File: src/core/acs_map.svh
// register map, field positions, reset values and timing counts of the channel sequencer
// assumes inclusion by the sequencer core only; the package does not include it
`ifndef ACS_MAP_SVH
`define ACS_MAP_SVH

// ----------------------------------------------------------------
// clocking
// ----------------------------------------------------------------
`define ACS_CLK_HZ        100000000
`define ACS_MCLK_HZ       76800
`define ACS_MCLK_DIV      (`ACS_CLK_HZ / `ACS_MCLK_HZ)

// ----------------------------------------------------------------
// register byte offsets
// ----------------------------------------------------------------
`define ACS_OFS_CTRL      12'h000
`define ACS_OFS_CHAN_EN   12'h004
`define ACS_OFS_CHAN_SET  12'h008
`define ACS_OFS_STATUS    12'h00c
`define ACS_OFS_SETUP0    12'h020
`define ACS_OFS_SETUP7    12'h03c

// ----------------------------------------------------------------
// setup register fields
// ----------------------------------------------------------------
`define ACS_DEC_LSB       0
`define ACS_FT_LSB        12
`define ACS_ST_LSB        16

// ----------------------------------------------------------------
// reset values
// ----------------------------------------------------------------
`define ACS_SETUP_RST     32'h0000_0030
`define ACS_CHEN_RST      8'h01
`define ACS_CHSET_RST     24'h00_0000

// ----------------------------------------------------------------
// timing counts in main-clock cycles
// ----------------------------------------------------------------
`define ACS_SETTLE_BASE   24'd32
`define ACS_TCNV_UNIT     24'd32
`define ACS_AVG           24'd8
`define ACS_ORD_SINC4     24'd4
`define ACS_ORD_SINC3     24'd3
`define ACS_POST1_CNV     24'd2944
`define ACS_POST2_CNV     24'd3200
`define ACS_POST3_CNV     24'd3968
`define ACS_POST4_CNV     24'd4736
`define ACS_PP_SHORT      8'd28
`define ACS_PP_LONG       8'd62
`define ACS_PP_POST       8'd69

`endif

File: src/core/acs_pkg.sv
// types shared by the channel sequencer: bus carriers, filter codes, phases
// assumes nothing from acs_map.svh; the types and codes here stand on their own
`default_nettype none
package acs_pkg;

    // filter-type field codes
    typedef enum logic [3:0] {
        FT_SINC4     = 4'h0,
        FT_SINC4_AVG = 4'h1,
        FT_SINC3     = 4'h2,
        FT_SINC3_N60 = 4'h3,
        FT_SINC3_AVG = 4'h4,
        FT_POST1     = 4'h5,
        FT_POST2     = 4'h6,
        FT_POST3     = 4'h7,
        FT_POST4     = 4'h8
    } acs_ftype_t;

    // sequencer phases
    typedef enum logic [1:0] {PH_IDLE, PH_SETTLE, PH_CONVERT} acs_phase_t;

    // apb request from the master
    typedef struct packed {
        logic        psel;
        logic        penable;
        logic        pwrite;
        logic [11:0] paddr;
        logic [31:0] pwdata;
    } acs_apb_req_t;

    // apb answer to the master
    typedef struct packed {
        logic [31:0] prdata;
        logic        pready;
        logic        pslverr;
    } acs_apb_rsp_t;

    // controls toward the multiplexer, modulator and filter path
    typedef struct packed {
        logic [2:0]  input_crosspoint_switch;
        logic        mod_rst;
        logic        flt_rst;
        logic [3:0]  ftype;
        logic [10:0] decimation_value;
    } acs_fe_t;

endpackage : acs_pkg
`default_nettype wire

File: src/core/acs_seq.sv
// channel sequencer and conversion timing for the sigma-delta filter path
// assumes an apb master on clk, a front end that obeys the mux select and
// reset pulses, and a synchronous active-high reset
`timescale 1ns/1ps
`default_nettype none
`include "acs_map.svh"

// Notes on behaviour
// - steps through enabled channels automatically
// - each channel uses its own setup
// - channel change resets modulator, filter, switches mux
// - settling never below 32 main-clock cycles
// - settle delay is 32 shifted by field
// - sinc4 first conversion is four periods
// - sinc3 and notch variant take three periods
// - averaging and post filters take one period
// - averaging period is (order+7) x 32 x decimation
// - post filters use fixed periods 2944..4736
// - post-processing 28, 62 or 69 cycles
// - decimation is an unsigned 11-bit value
// - first result: settle + ideal + post-processing
// - later results follow at settled period
// - first ready always later than settled spacing
// - switch at conversion end, overlap post-processing
// - sequence spacing is first time minus previous
// - shared setup sequence gives a fixed rate
// - sequencing never alters the filter settings
// - decimation 6 gives 40 and 36.36 rates
// - all timing counted in main-clock cycles
// - filter code 0011 is sinc3 with extra notch
// - settled ready spacing equals settled period
module acs_seq #(
    parameter int MCLK_DIV = `ACS_MCLK_DIV       // clk cycles per main-clock tick
) (
    input  wire logic                  clk,
    input  wire logic                  sys_rst,
    input  wire acs_pkg::acs_apb_req_t apb_req,
    output acs_pkg::acs_apb_rsp_t      apb_rsp,
    output acs_pkg::acs_fe_t           fe,
    output logic                       drdy_n,
    output logic [2:0]                 drdy_chan
);

    // ----------------------------------------------------------------
    // main-clock enable
    // ----------------------------------------------------------------
    logic [15:0] div_cnt;                        // divider position
    wire         tick = (div_cnt == 16'(MCLK_DIV - 1));  // one-cycle main-clock pulse

    // the divider itself runs below, once the switch pulse is declared

    // ----------------------------------------------------------------
    // registers and apb slave
    // ----------------------------------------------------------------
    logic        run;                            // continuous conversion enable
    logic [7:0]  chan_en;                        // enabled channel mask
    logic [23:0] chan_set;                       // 3-bit setup index per channel
    logic [31:0] setup [8];                      // setup words
    logic [31:0] prdata_q;                       // registered read data
    logic [7:0]  conv_cnt;                       // results delivered, wraps

    wire [11:0] adr     = apb_req.paddr;
    wire        setup_p = apb_req.psel && !apb_req.penable;
    wire        wr_acc  = apb_req.psel && apb_req.penable && apb_req.pwrite;
    wire        hit_ctl = (adr == `ACS_OFS_CTRL);
    wire        hit_en  = (adr == `ACS_OFS_CHAN_EN);
    wire        hit_set = (adr == `ACS_OFS_CHAN_SET);
    wire        hit_sta = (adr == `ACS_OFS_STATUS);
    wire        hit_stp = (adr >= `ACS_OFS_SETUP0) && (adr <= `ACS_OFS_SETUP7)
                          && (adr[1:0] == 2'b00);
    wire [2:0]  stp_idx = adr[4:2];
    wire        mapped  = hit_ctl || hit_en || hit_set || hit_sta || hit_stp;
    // any write that changes the sequence restarts it from the lowest channel
    wire        cfg_wr  = wr_acc && (hit_en || hit_set || hit_stp);
    wire        run_wr  = wr_acc && hit_ctl;

    assign apb_rsp.pready  = 1'b1;               // zero wait states
    assign apb_rsp.pslverr = apb_req.psel && apb_req.penable && !mapped;
    assign apb_rsp.prdata  = prdata_q;

    // software writes land only on the access edge
    always_ff @(posedge clk)
    begin
        if (sys_rst)
        begin
            run      <= 1'b0;
            chan_en  <= `ACS_CHEN_RST;
            chan_set <= `ACS_CHSET_RST;
            for (int i = 0; i < 8; i++)
                setup[i] <= `ACS_SETUP_RST;
        end
        else if (wr_acc)
        begin
            if (hit_ctl)
                run <= apb_req.pwdata[0];
            if (hit_en)
                chan_en <= apb_req.pwdata[7:0];
            if (hit_set)
                chan_set <= apb_req.pwdata[23:0];
            if (hit_stp)
                setup[stp_idx] <= apb_req.pwdata;
        end
    end

    // ----------------------------------------------------------------
    // timing functions
    // ----------------------------------------------------------------
    // settled conversion period in main-clock cycles
    function automatic logic [23:0] tcnv_of(input logic [3:0] ft, input logic [10:0] dec);
        logic [23:0] base;
        logic [23:0] res;
        base = 24'(dec) * `ACS_TCNV_UNIT;
        case (ft)
            acs_pkg::FT_SINC4_AVG: res = base * (`ACS_ORD_SINC4 + `ACS_AVG - 24'd1);
            acs_pkg::FT_SINC3_AVG: res = base * (`ACS_ORD_SINC3 + `ACS_AVG - 24'd1);
            acs_pkg::FT_POST1:     res = `ACS_POST1_CNV;
            acs_pkg::FT_POST2:     res = `ACS_POST2_CNV;
            acs_pkg::FT_POST3:     res = `ACS_POST3_CNV;
            acs_pkg::FT_POST4:     res = `ACS_POST4_CNV;
            default:               res = base;
        endcase
        // decimation zero would give no period at all; hold one cycle
        return (res == 24'd0) ? 24'd1 : res;
    endfunction : tcnv_of

    // ideal first conversion on a new channel
    function automatic logic [23:0] first_of(input logic [3:0] ft, input logic [10:0] dec);
        logic [23:0] t;
        t = tcnv_of(ft, dec);
        case (ft)
            acs_pkg::FT_SINC4:     return 24'(t * `ACS_ORD_SINC4);
            acs_pkg::FT_SINC3,
            acs_pkg::FT_SINC3_N60: return 24'(t * `ACS_ORD_SINC3);
            default:               return t;
        endcase
    endfunction : first_of

    // post-processing time
    function automatic logic [7:0] pp_of(input logic [3:0] ft, input logic [10:0] dec);
        case (ft)
            acs_pkg::FT_SINC4,
            acs_pkg::FT_SINC3,
            acs_pkg::FT_SINC3_N60: return (dec <= 11'h001) ? `ACS_PP_SHORT : `ACS_PP_LONG;
            acs_pkg::FT_SINC4_AVG,
            acs_pkg::FT_SINC3_AVG: return `ACS_PP_LONG;
            default:               return `ACS_PP_POST;
        endcase
    endfunction : pp_of

    // next enabled channel above cur, wrapping to the lowest
    function automatic logic [2:0] next_ch_of(input logic [2:0] cur, input logic [7:0] en);
        logic [2:0] r;
        logic       found;
        r     = cur;
        found = 1'b0;
        for (int i = 1; i <= 8; i++)
        begin
            if (!found && en[3'(cur + 3'(i))])
            begin
                r     = 3'(cur + 3'(i));
                found = 1'b1;
            end
        end
        return r;
    endfunction : next_ch_of

    // ----------------------------------------------------------------
    // sequencer state
    // ----------------------------------------------------------------
    acs_pkg::acs_phase_t phase;                  // idle, settling or converting
    logic [2:0]  cur_ch;                         // channel now on the mux
    logic [3:0]  cur_ft;                         // latched filter type
    logic [10:0] cur_dec;                        // latched decimation
    logic [2:0]  cur_st;                         // latched settle code
    logic [23:0] cnt;                            // main-clock cycles left in phase
    logic [7:0]  pp_cnt;                         // post-processing cycles left
    logic [2:0]  pp_ch;                          // channel being post-processed
    logic        run_q;                          // run seen last cycle

    wire [3:0]  n_en     = 4'($countones(chan_en));
    wire        multi    = (n_en > 4'd1);
    wire        restart  = run && chan_en != 8'h00 && ((!run_q) || cfg_wr);
    wire        stop     = !run || chan_en == 8'h00;
    wire        conv_end = (phase == acs_pkg::PH_CONVERT) && tick && (cnt == 24'd1);
    wire        set_end  = (phase == acs_pkg::PH_SETTLE) && tick && (cnt == 24'd1);
    wire        pp_end   = (pp_cnt != 8'h00) && tick && (pp_cnt == 8'h01);
    // restart always begins at the lowest enabled channel
    wire [2:0]  tgt_ch   = restart ? next_ch_of(3'h7, chan_en) : next_ch_of(cur_ch, chan_en);
    // a sequence of several channels switches as soon as conversion ends
    wire        sw_pulse = !stop && (restart || (conv_end && multi));
    wire [2:0]  tgt_sel  = chan_set[3*tgt_ch +: 3];
    wire [31:0] tgt_stp  = setup[tgt_sel];
    wire [3:0]  tgt_ft   = tgt_stp[`ACS_FT_LSB +: 4];
    wire [10:0] tgt_dec  = tgt_stp[`ACS_DEC_LSB +: 11];
    wire [2:0]  tgt_st   = tgt_stp[`ACS_ST_LSB +: 3];
    wire [23:0] tgt_set  = `ACS_SETTLE_BASE << tgt_st;
    wire [23:0] cur_tcnv = tcnv_of(cur_ft, cur_dec);
    wire [23:0] cur_1st  = first_of(cur_ft, cur_dec);

    // one clock domain only; the 76.8 kHz rate is an enable, not a clock
    // a switch restarts the divider so settling counts whole ticks only
    always_ff @(posedge clk)
    begin
        if (sys_rst || tick || sw_pulse)
            div_cnt <= 16'h0000;
        else
            div_cnt <= div_cnt + 16'h0001;
    end

    // phase and channel control
    always_ff @(posedge clk)
    begin
        if (sys_rst)
        begin
            phase   <= acs_pkg::PH_IDLE;
            cur_ch  <= 3'h0;
            cur_ft  <= 4'h0;
            cur_dec <= 11'h000;
            cur_st  <= 3'h0;
            cnt     <= 24'h00_0000;
            run_q   <= 1'b0;
        end
        else
        begin
            run_q <= run;
            if (stop)
                phase <= acs_pkg::PH_IDLE;
            else if (sw_pulse)
            begin
                // new channel takes its own setup, then settles
                phase   <= acs_pkg::PH_SETTLE;
                cur_ch  <= tgt_ch;
                cur_ft  <= tgt_ft;
                cur_dec <= tgt_dec;
                cur_st  <= tgt_st;
                cnt     <= tgt_set;
            end
            else if (set_end)
            begin
                phase <= acs_pkg::PH_CONVERT;
                cnt   <= cur_1st;
            end
            else if (conv_end)
                cnt <= cur_tcnv;             // single channel stays settled
            else if (tick && phase != acs_pkg::PH_IDLE)
                cnt <= cnt - 24'd1;
        end
    end

    // post-processing runs beside the next channel's settling
    always_ff @(posedge clk)
    begin
        if (sys_rst || stop)
        begin
            pp_cnt <= 8'h00;
            pp_ch  <= 3'h0;
        end
        else if (conv_end)
        begin
            pp_cnt <= pp_of(cur_ft, cur_dec);
            pp_ch  <= cur_ch;
        end
        else if (tick && pp_cnt != 8'h00)
            pp_cnt <= pp_cnt - 8'h01;
    end

    // data ready falls only when post-processing completes
    always_ff @(posedge clk)
    begin
        if (sys_rst)
        begin
            drdy_n    <= 1'b1;
            drdy_chan <= 3'h0;
            conv_cnt  <= 8'h00;
        end
        else if (pp_end)
        begin
            drdy_n    <= 1'b0;
            drdy_chan <= pp_ch;
            conv_cnt  <= conv_cnt + 8'h01;
        end
        else if (conv_end)
            drdy_n <= 1'b1;                  // next word being processed
    end

    // front-end controls; filter settings come only from the setup
    always_ff @(posedge clk)
    begin
        if (sys_rst)
            fe <= '0;
        else
        begin
            fe.mod_rst <= sw_pulse;
            fe.flt_rst <= sw_pulse;
            if (sw_pulse)
            begin
                fe.input_crosspoint_switch <= tgt_ch;
                fe.ftype                   <= tgt_ft;
                fe.decimation_value        <= tgt_dec;
            end
        end
    end

    // read mux sampled in the setup phase so data stands through access
    always_ff @(posedge clk)
    begin
        if (sys_rst)
            prdata_q <= 32'h0000_0000;
        else if (setup_p)
        begin
            if (hit_ctl)
                prdata_q <= {31'h0, run};
            else if (hit_en)
                prdata_q <= {24'h00_0000, chan_en};
            else if (hit_set)
                prdata_q <= {8'h00, chan_set};
            else if (hit_sta)
                prdata_q <= {16'h0000, conv_cnt, 1'b0, drdy_chan,
                             phase, drdy_n, 1'b0};
            else if (hit_stp)
                prdata_q <= setup[stp_idx];
            else
                prdata_q <= 32'h0000_0000;
        end
    end

    // ----------------------------------------------------------------
    // checks
    // ----------------------------------------------------------------
    property p_settle_min;
        @(posedge clk) disable iff (sys_rst)
        (phase == acs_pkg::PH_SETTLE) |-> (cnt <= 24'd4096)
            && ($past(sw_pulse) ? (cnt >= 24'd32 && div_cnt == 16'h0000) : 1'b1);
    endproperty
    a_settle_min: assert property (p_settle_min) else $error("settle shorter than 32");

    property p_settle_code;
        @(posedge clk) disable iff (sys_rst)
        sw_pulse |=> (cnt == (`ACS_SETTLE_BASE << cur_st)) && (phase == acs_pkg::PH_SETTLE);
    endproperty
    a_settle_code: assert property (p_settle_code) else $error("settle length wrong");

    property p_switch_resets;
        @(posedge clk) disable iff (sys_rst)
        sw_pulse |=> fe.mod_rst && fe.flt_rst && (fe.input_crosspoint_switch == cur_ch);
    endproperty
    a_switch_resets: assert property (p_switch_resets) else $error("switch without resets");

    property p_auto_step;
        @(posedge clk) disable iff (sys_rst)
        (conv_end && multi && run && !cfg_wr) |=> (cur_ch != $past(cur_ch)) && fe.mod_rst;
    endproperty
    a_auto_step: assert property (p_auto_step) else $error("sequence did not step");

    property p_single_stay;
        @(posedge clk) disable iff (sys_rst)
        (conv_end && n_en == 4'd1 && !cfg_wr && run) |=> (phase == acs_pkg::PH_CONVERT) && !fe.mod_rst;
    endproperty
    a_single_stay: assert property (p_single_stay) else $error("single channel switched");

    property p_first_len;
        @(posedge clk) disable iff (sys_rst)
        (set_end && !sw_pulse && !stop && cur_ft == acs_pkg::FT_SINC4
            && cur_dec != 11'h000) |=> (cnt == 24'(cur_dec) * 24'd128);
    endproperty
    a_first_len: assert property (p_first_len) else $error("first conversion length wrong");

    property p_sinc3_first;
        @(posedge clk) disable iff (sys_rst)
        (set_end && !sw_pulse && !stop && cur_ft == acs_pkg::FT_SINC3_N60
            && cur_dec != 11'h000)
            |=> (cnt == 24'(cur_dec) * 24'd96);
    endproperty
    a_sinc3_first: assert property (p_sinc3_first) else $error("notch first time wrong");

    property p_post1_period;
        @(posedge clk) disable iff (sys_rst)
        (cur_ft == acs_pkg::FT_POST1) |-> (cur_tcnv == 24'd2944) && (cur_1st == 24'd2944);
    endproperty
    a_post1_period: assert property (p_post1_period) else $error("post filter period wrong");

    property p_pp_short;
        @(posedge clk) disable iff (sys_rst)
        (conv_end && !stop && cur_ft == acs_pkg::FT_SINC4 && cur_dec <= 11'h001)
            |=> (pp_cnt == 8'd28);
    endproperty
    a_pp_short: assert property (p_pp_short) else $error("post-processing not 28");

    property p_drdy_fall;
        @(posedge clk) disable iff (sys_rst)
        $fell(drdy_n) |-> $past(tick) && ($past(pp_cnt) == 8'h01);
    endproperty
    a_drdy_fall: assert property (p_drdy_fall) else $error("ready fell early");

endmodule : acs_seq
`default_nettype wire

File: config.mk
export PLATFORM = sky130hd
export DESIGN_NAME = acs_seq
export DESIGN_NICKNAME = d
export VERILOG_FILES = /design/src/core/acs_pkg.sv /design/src/core/acs_seq.sv
export VERILOG_INCLUDE_DIRS = /design/src /design/src/core
export SDC_FILE = /design/constraint.sdc
export NUM_CORES = 1
export LEC_CHECK = 0
export BUFFER_PORTS_ARGS = -buffer_cell sky130_fd_sc_hd__clkbuf_2
export CORE_MARGIN = 4
export CORE_UTILIZATION = 38
export CTS_CLUSTER_SIZE = 16
export DETAILED_ROUTE_END_ITERATION = 7
export SYNTH_ARGS = -nofsm -noshare
export SYNTH_HDL_FRONTEND = slang
export SYNTH_SLANG_ARGS = --single-unit
export TNS_END_PERCENT = 10
File: constraint.sdc
create_clock -name clk -period 20.9 [get_ports clk]
set_clock_uncertainty 0.2 [all_clocks]
set_input_delay 5.225 -clock clk [delete_from_list [all_inputs] [get_ports clk]]
set_output_delay 5.225 -clock clk [all_outputs]
set_load 0.005 [all_outputs]
==> results of run 1 <==
[area by class of cell]
| type | instances | area share [%] |
|---|---|---|
| multi-input cells | 1617 | 45.5 |
| flip-flops and latches | 406 | 40.8 |
| clock buffers | 59 | 4.58 |
| well taps | 782 | 3.73 |
| repair buffers | 151 | 3.35 |
| clock inverters | 27 | 1.04 |
| inverters | 70 | 1.00 |
[flip-flops by register name (all words and copies together) (netlist names), 3 cells and up]
signal / count
drdy_chan: 3
pp_cnt: 8
cur_ft: 4
conv_cnt: 8
div_cnt: 16
prdata_q: 32
chan_set: 24
chan_en: 8
pp_ch: 3
cur_ch: 3
cnt: 24
setup: 256
cur_dec: 11
[tightest hold or removal path: cells and delay by family (launching register included)]
| kind | cells | cell delay (ns) |
|---|---|---|
| AO/OA/AOI/OAI | 1 | 0.05 |
| flip-flops | 1 | 0.30 |
| AND/OR/NAND/NOR | 1 | 0.05 |
[power groups by stage]
stage	registers (mW)	logic, mW	clock network, mW
2_1_floorplan	0.899	0.0608	0
3_3_place_gp	0.902	0.0951	0
3_5_place_dp	0.904	0.0964	0
4_1_cts	0.887	0.0967	0.819
5_1_grt	0.889	0.104	0.849
6_report	0.887	0.0964	0.802
[per-stage QoR]
step | hold slack (ns) | total power [mW] | cells | utilization [%]
2_1_floorplan | 0.227 | 0.960 | 2240 | -
3_3_place_gp | 0.237 | 0.997 | 3026 | 40.7
3_5_place_dp | 0.240 | 1.00 | 3026 | 40.7
4_1_cts | 0.248 | 1.80 | 3112 | 43.1
5_1_grt | 0.277 | 1.84 | 3112 | 43.1
6_report | 0.247 | 1.79 | 3112 | 43.1
[per-layer routing]
layer | up-vias | track usage, % | routed length, um
met4 | 6 | 5.86 | 1960
li1 | 8254 | - | -
met1 | 8878 | 27.9 | 30000
met2 | 696 | 34.8 | 33300
met5 | - | 0 | 47
met3 | 141 | 4.12 | 5580
[worst paths after layout]
path,start,end,slack [ns]
min reg2reg,cnt[18],cnt[18],0.25
min,cnt[18],cnt[18],0.25
max,apb_req[33],apb_rsp[0],8.61
max reg2reg,cur_dec[2],cnt[19],12.61
[synth_stat cells (all sizes together), types with 5 or more instances]
cell type	number	area [um^2]
nand2	167	634
xnor2	34	298
and3	8	50.1
nand3	33	165
nor4	21	150
o21a	11	83.8
ha	67	838
nor3	40	216
o31ai	9	67.6
dfxtp	150	3000
or2	15	93.8
a21oi	150	751
o21bai	17	131
o22ai	11	88.8
xor2	32	280
buf	47	277
inv	68	255
mux2i	100	1030
mux2	44	495
a21o	9	67.6
or3	25	156
nor2b	9	56.3
edfxtp	256	7690
or4	7	52.6
a211oi	32	245
a22oi	53	398
nand3b	8	60.1
clkbuf	100	375
a31oi	11	68.8
fa	15	300
nand4	12	75.1
and2	250	1560
mux4	76	1710
o211ai	5	37.5
o21ai	71	355
nor2	204	766
nand2b	16	100
[logic make-up after synthesis]
kind of cell | after synthesis
compound gates | 422
xor+xnor | 66
fa+ha+maj | 82
buf+inv | 217
flops | 406
mux | 220
other cells | 1
simple gates | 826
==> results.cfg, run 1 <==
[setup_path]
crit_path_frequent_cell = clkbuf_2
critical_path_depth = 6
crit_arrival_ns = 6.87
critPathLaunchType = primary input
end_kind = output pin
r2r_cells = 30
critical_path.max_fanout = 8
critPathSlowestCell = or3_1
path_cells = clkbuf_2 -> nor4_1 -> nand2_1 -> or3_1 -> and4_1 -> clkbuf_2
max_stage_delay_ns = 0.59
worstPathRequired_ns = 15.47
cp.buffers_inverters = 2
worstSetupPathType = primary input to output pin
cp_top_family = simple AND/OR/NAND/NOR gates

[synth]
synth_compound_area_share_pct = 11.5
netlist-cell-type-count = 83
yosysWarnings = 0
synthesis.nets = 2371
async_reset_ff_share_pct = 0
synth_mux_area_share_pct = 13.8
synth-xor-area-share_pct = 2.46
synth_ff_type = edfxtp_1
synthAdderAreaFrac_pct = 4.85
syn_area_per_cell_um2 = 10.5
synth_area_um2 = 23500
synth_top_family_by_area = simple AND/OR/NAND/NOR gates
ys_ff_latch = 406
synth_simple_gate_area_share_pct = 18.0
seq_area_frac_synth_pct = 45.5
syn_inst = 2240
synth_edf_count = 256

[place]
place_hpwl_um = 46500
place.port_buffers = 105
place_ws_ns = 8.62
gp_congestion = 0.877
place_area_um2 = 24800

[power]
static-leakage-power_nw = 9.61
power_frac_seq_pct = 49.7
switchingPower_uw = 413
clockPowerShare_pct = 44.9
sw_frac_of_total_pct = 23.1
ir_drop_mv = 0.0584
pwr-share-comb_pct = 5.4
p_per_area_nw_per_um2 = 68.1
p_int_mw = 1.37

[sta]
hold_viol = 0
fmax_mhz = 81.3
setup_viol = 0
rsz0062_at_grt = no
finalWorstSetupSlack_ns = 8.61
fin_setup_tns_ns = 0
slew_headroom_pct = 38.1
fin_crit_ns = 12.29
slew_viol_final = 0
fin_crit_sh_pct = 58.8
worst_slew_pin_slew_ns = 0.920

[clock_tree]
clkSinkCount = 406
numCtsBuffers = 46
cts_buffer_depth = 3
cts_htree_levels = 2
clk_pin_slew_ns = 0.06
clk_latency_ns = 0.61
postCtsResizedCells = 0
postCtsSetupRepairBufs = 0
clockRootBuffer = clkbuf_16
cts_tree = built
hold_buffers = 0

[floorplan]
initial_utilization_pct = 38.6
die-width_um = 257
io_pins = 107
num_rows = 90
die-area_um2 = 65900
core_um2 = 60800
fp.dieH_um = 257

[finish]
multi_input_area_um2 = 11900
final_common_cell = edfxtp_1
seqCellArea_um2 = 10700
diodes = 0
drive_gt1_share_pct = 15.6
design_area_um2 = 26200
nFillCells = 5809
mostFrequentLayoutCells = 256 x edfxtp_1, 250 x and2_1, 197 x nor2_1, 166 x nand2_1
nets = 2423
area_growth_pct = 11.6

[global_route]
grt_pass1_vias = 17862
grt_max_degree = 66
overflow = 0
grt_pass1_wl_um = 108000
antenna_found_initial = 3
grt_use_total_pct = 20.9

[drt]
vias = 17975
postRouteWirelength_um = 70900
avgViaCountPerCell = 5.78
drcViolationCount = 0
firstDrtPassIters = 5
drtIter0Drc = 1478
ant_nets = 0
routedWlPerCell_um = 22.8

[outcome]
status = complete, no violations

[flow_run]
drv_cap = 0

[worst_hold_path]
hp-class = flip-flop to flip-flop
whs_path_depth = 2
No activity file was read; power rests on OpenSTA's default activity.
==> run 2: changes to the inputs <==
==> constraint.sdc (replaced) <==
create_clock -name clk -period 12.9 [get_ports clk]
set_clock_uncertainty 0.2 [all_clocks]
set_input_delay 3.225 -clock clk [delete_from_list [all_inputs] [get_ports clk]]
set_output_delay 3.225 -clock clk [all_outputs]
set_load 0.005 [all_outputs]
==> results.cfg, run 2 (same netlist as run 1, synthesis figures left out) <==
[global_route]
grt_max_degree = 67
grt_pass1_vias = 17735
grt_pass1_wl_um = 108000
grt_use_met3_pct = 4.36
use_met2_pct = 34.7
antenna_found_initial = 2
grt_use_total_pct = 21.0
met1_usage_pct = 28.1
grt_most_used_layer = met2
overflow = 0

[setup_path]
critPathLaunchType = primary input
worstSetupPathType = primary input to output pin
crit_arrival_ns = 4.96
regToRegStartpoint = cur_dec[1]
rrSetupSlack_ns = 5.18
critical_path.max_fanout = 8
worstPathRequired_ns = 9.47
r2r_cells = 32
regToRegEndpoint = cnt[18]
end_kind = output pin

[floorplan]
initial_utilization_pct = 38.6
die-width_um = 257
fp.dieH_um = 257
num_rows = 90
io_pins = 107
core_um2 = 60800
die-area_um2 = 65900

[clock_tree]
cts_tree = built
numCtsBuffers = 45
clkSinkCount = 406
clk_pin_slew_ns = 0.06
postCtsSetupRepairBufs = 0
hold_buffers = 0
cts_htree_levels = 2
clk_latency_ns = 0.59
postCtsResizedCells = 0
cts_buffer_depth = 3
clockRootBuffer = clkbuf_16

[worst_hold_path]
whs_path_depth = 2
worstHoldStart = cnt[18]
hp-class = flip-flop to flip-flop
whs_endpoint = cnt[18]

[place]
place.port_buffers = 105
place_hpwl_um = 46000
gp_congestion = 0.929
dp.cells = 3026

[flow_run]
drv_cap = 0

[finish]
nFillCells = 5719
mostFrequentLayoutCells = 256 x edfxtp_1, 250 x and2_1, 197 x nor2_1, 166 x nand2_1
largest_reg_flops = 256
area_growth_pct = 11.8
fin_cells = 3109
final_common_cell = edfxtp_1
nets = 2422
top_register = setup
top_regs = setup: 256 flops, prdata_q: 32 flops
drive_gt1_share_pct = 16.0

[drt]
drcViolationCount = 0
ant_nets = 0
avgViaCountPerCell = 5.75
drtIter0Drc = 1735
postRouteWirelength_um = 70700
firstDrtPassIters = 5
routedWlPerCell_um = 22.7
vias = 17875

[power]
ir_drop_mv = 0.108
p_per_area_nw_per_um2 = 111
static-leakage-power_nw = 9.66

[sta]
fin_crit_sh_pct = 65.0
fin_setup_tns_ns = 0
slew_headroom_pct = 25.9
fmax_mhz = 119
worst_slew_pin_slew_ns = 1.10
rsz0062_at_grt = no
setup_viol = 0
fin_crit_ns = 8.38
hold_viol = 0
slew_viol_final = 0

[outcome]
status = complete, no violations
run 2: changes by cell type in the layout (fill, tap and decap cells not counted):
cell / previous run / this run
clkinv_1: 14 / 4
clkbuf_8: 0 / 6
diode_2: 0 / 1
clkinv_2: 4 / 11
inv_6: 2 / 0
clkinvlp_4: 2 / 0
clkinv_4: 0 / 1
clkinv_8: 1 / 0
inv_8: 0 / 1
clkbuf_1: 13 / 9
run 2: metrics by stage:
step | hold WS [ns] | instance area (um^2) | power (mW) | util (%) | worst slack, ns
2_1_floorplan | 0.227 | 23500 | 1.55 | - | 5.12
3_3_place_gp | 0.240 | 24800 | 1.62 | 40.7 | 4.49
3_5_place_dp | 0.240 | 24800 | 1.62 | 40.7 | 4.25
4_1_cts | 0.248 | 26300 | 2.94 | 43.2 | 4.54
5_1_grt | 0.263 | 26300 | 3.00 | 43.2 | 4.46
6_report | 0.248 | 26300 | 2.92 | 43.2 | 4.52
run 2: report_power, final:
part / internal, mW / switching (mW) / leakage (nW)
clock: 0.775 / 0.548 / 0.753
combinational: 0.0597 / 0.0974 / 5.26
sequential: 1.42 / 0.0184 / 3.65
total: 2.25 / 0.663 / 9.66
run 2: worst max-delay path by stage:
| stage | depth (start not counted) | to | slack (ns) | from |
|---|---|---|---|---|
| global placement | 15 | cnt[7] | 4.49 | apb_req[41] |
| global route | 6 | apb_rsp[0] | 4.46 | apb_req[33] |
| detailed placement | 15 | cnt[7] | 4.25 | apb_req[33] |
| finish | 6 | apb_rsp[0] | 4.52 | apb_req[33] |
| floorplan | 5 | apb_rsp[0] | 5.12 | apb_req[33] |
| CTS | 6 | apb_rsp[0] | 4.54 | apb_req[33] |
run 2: per-layer routing:
layer	share of wire (%)	wire (um)	up-vias
met5	0.031	22	-
met4	2.6	1830	4
met2	47	33100	622
li1	-	-	8258
met1	43	30600	8879
met3	7.3	5170	112
run 2: worst max-delay path: stages:
cell and delay [ns]:
clkbuf_2 0.08, nor4_1 0.42, nand2_1 0.22, or3_1 0.59
and4_1 0.31, clkbuf_2 0.11
run 2: cell type report:
class                           count  area [um^2]  area share [%]
Clock buffer                       61         1270            4.83
Antenna cell                        1         2.50         0.00953
Tap cell                          782          978            3.73
Inverter                           70          263            1.00
Sequential cell                   406        10700            40.7
Clock inverter                     21          243           0.924
Timing Repair Buffer              151          878            3.34
Multi-Input combinational cell   1617        11900            45.5
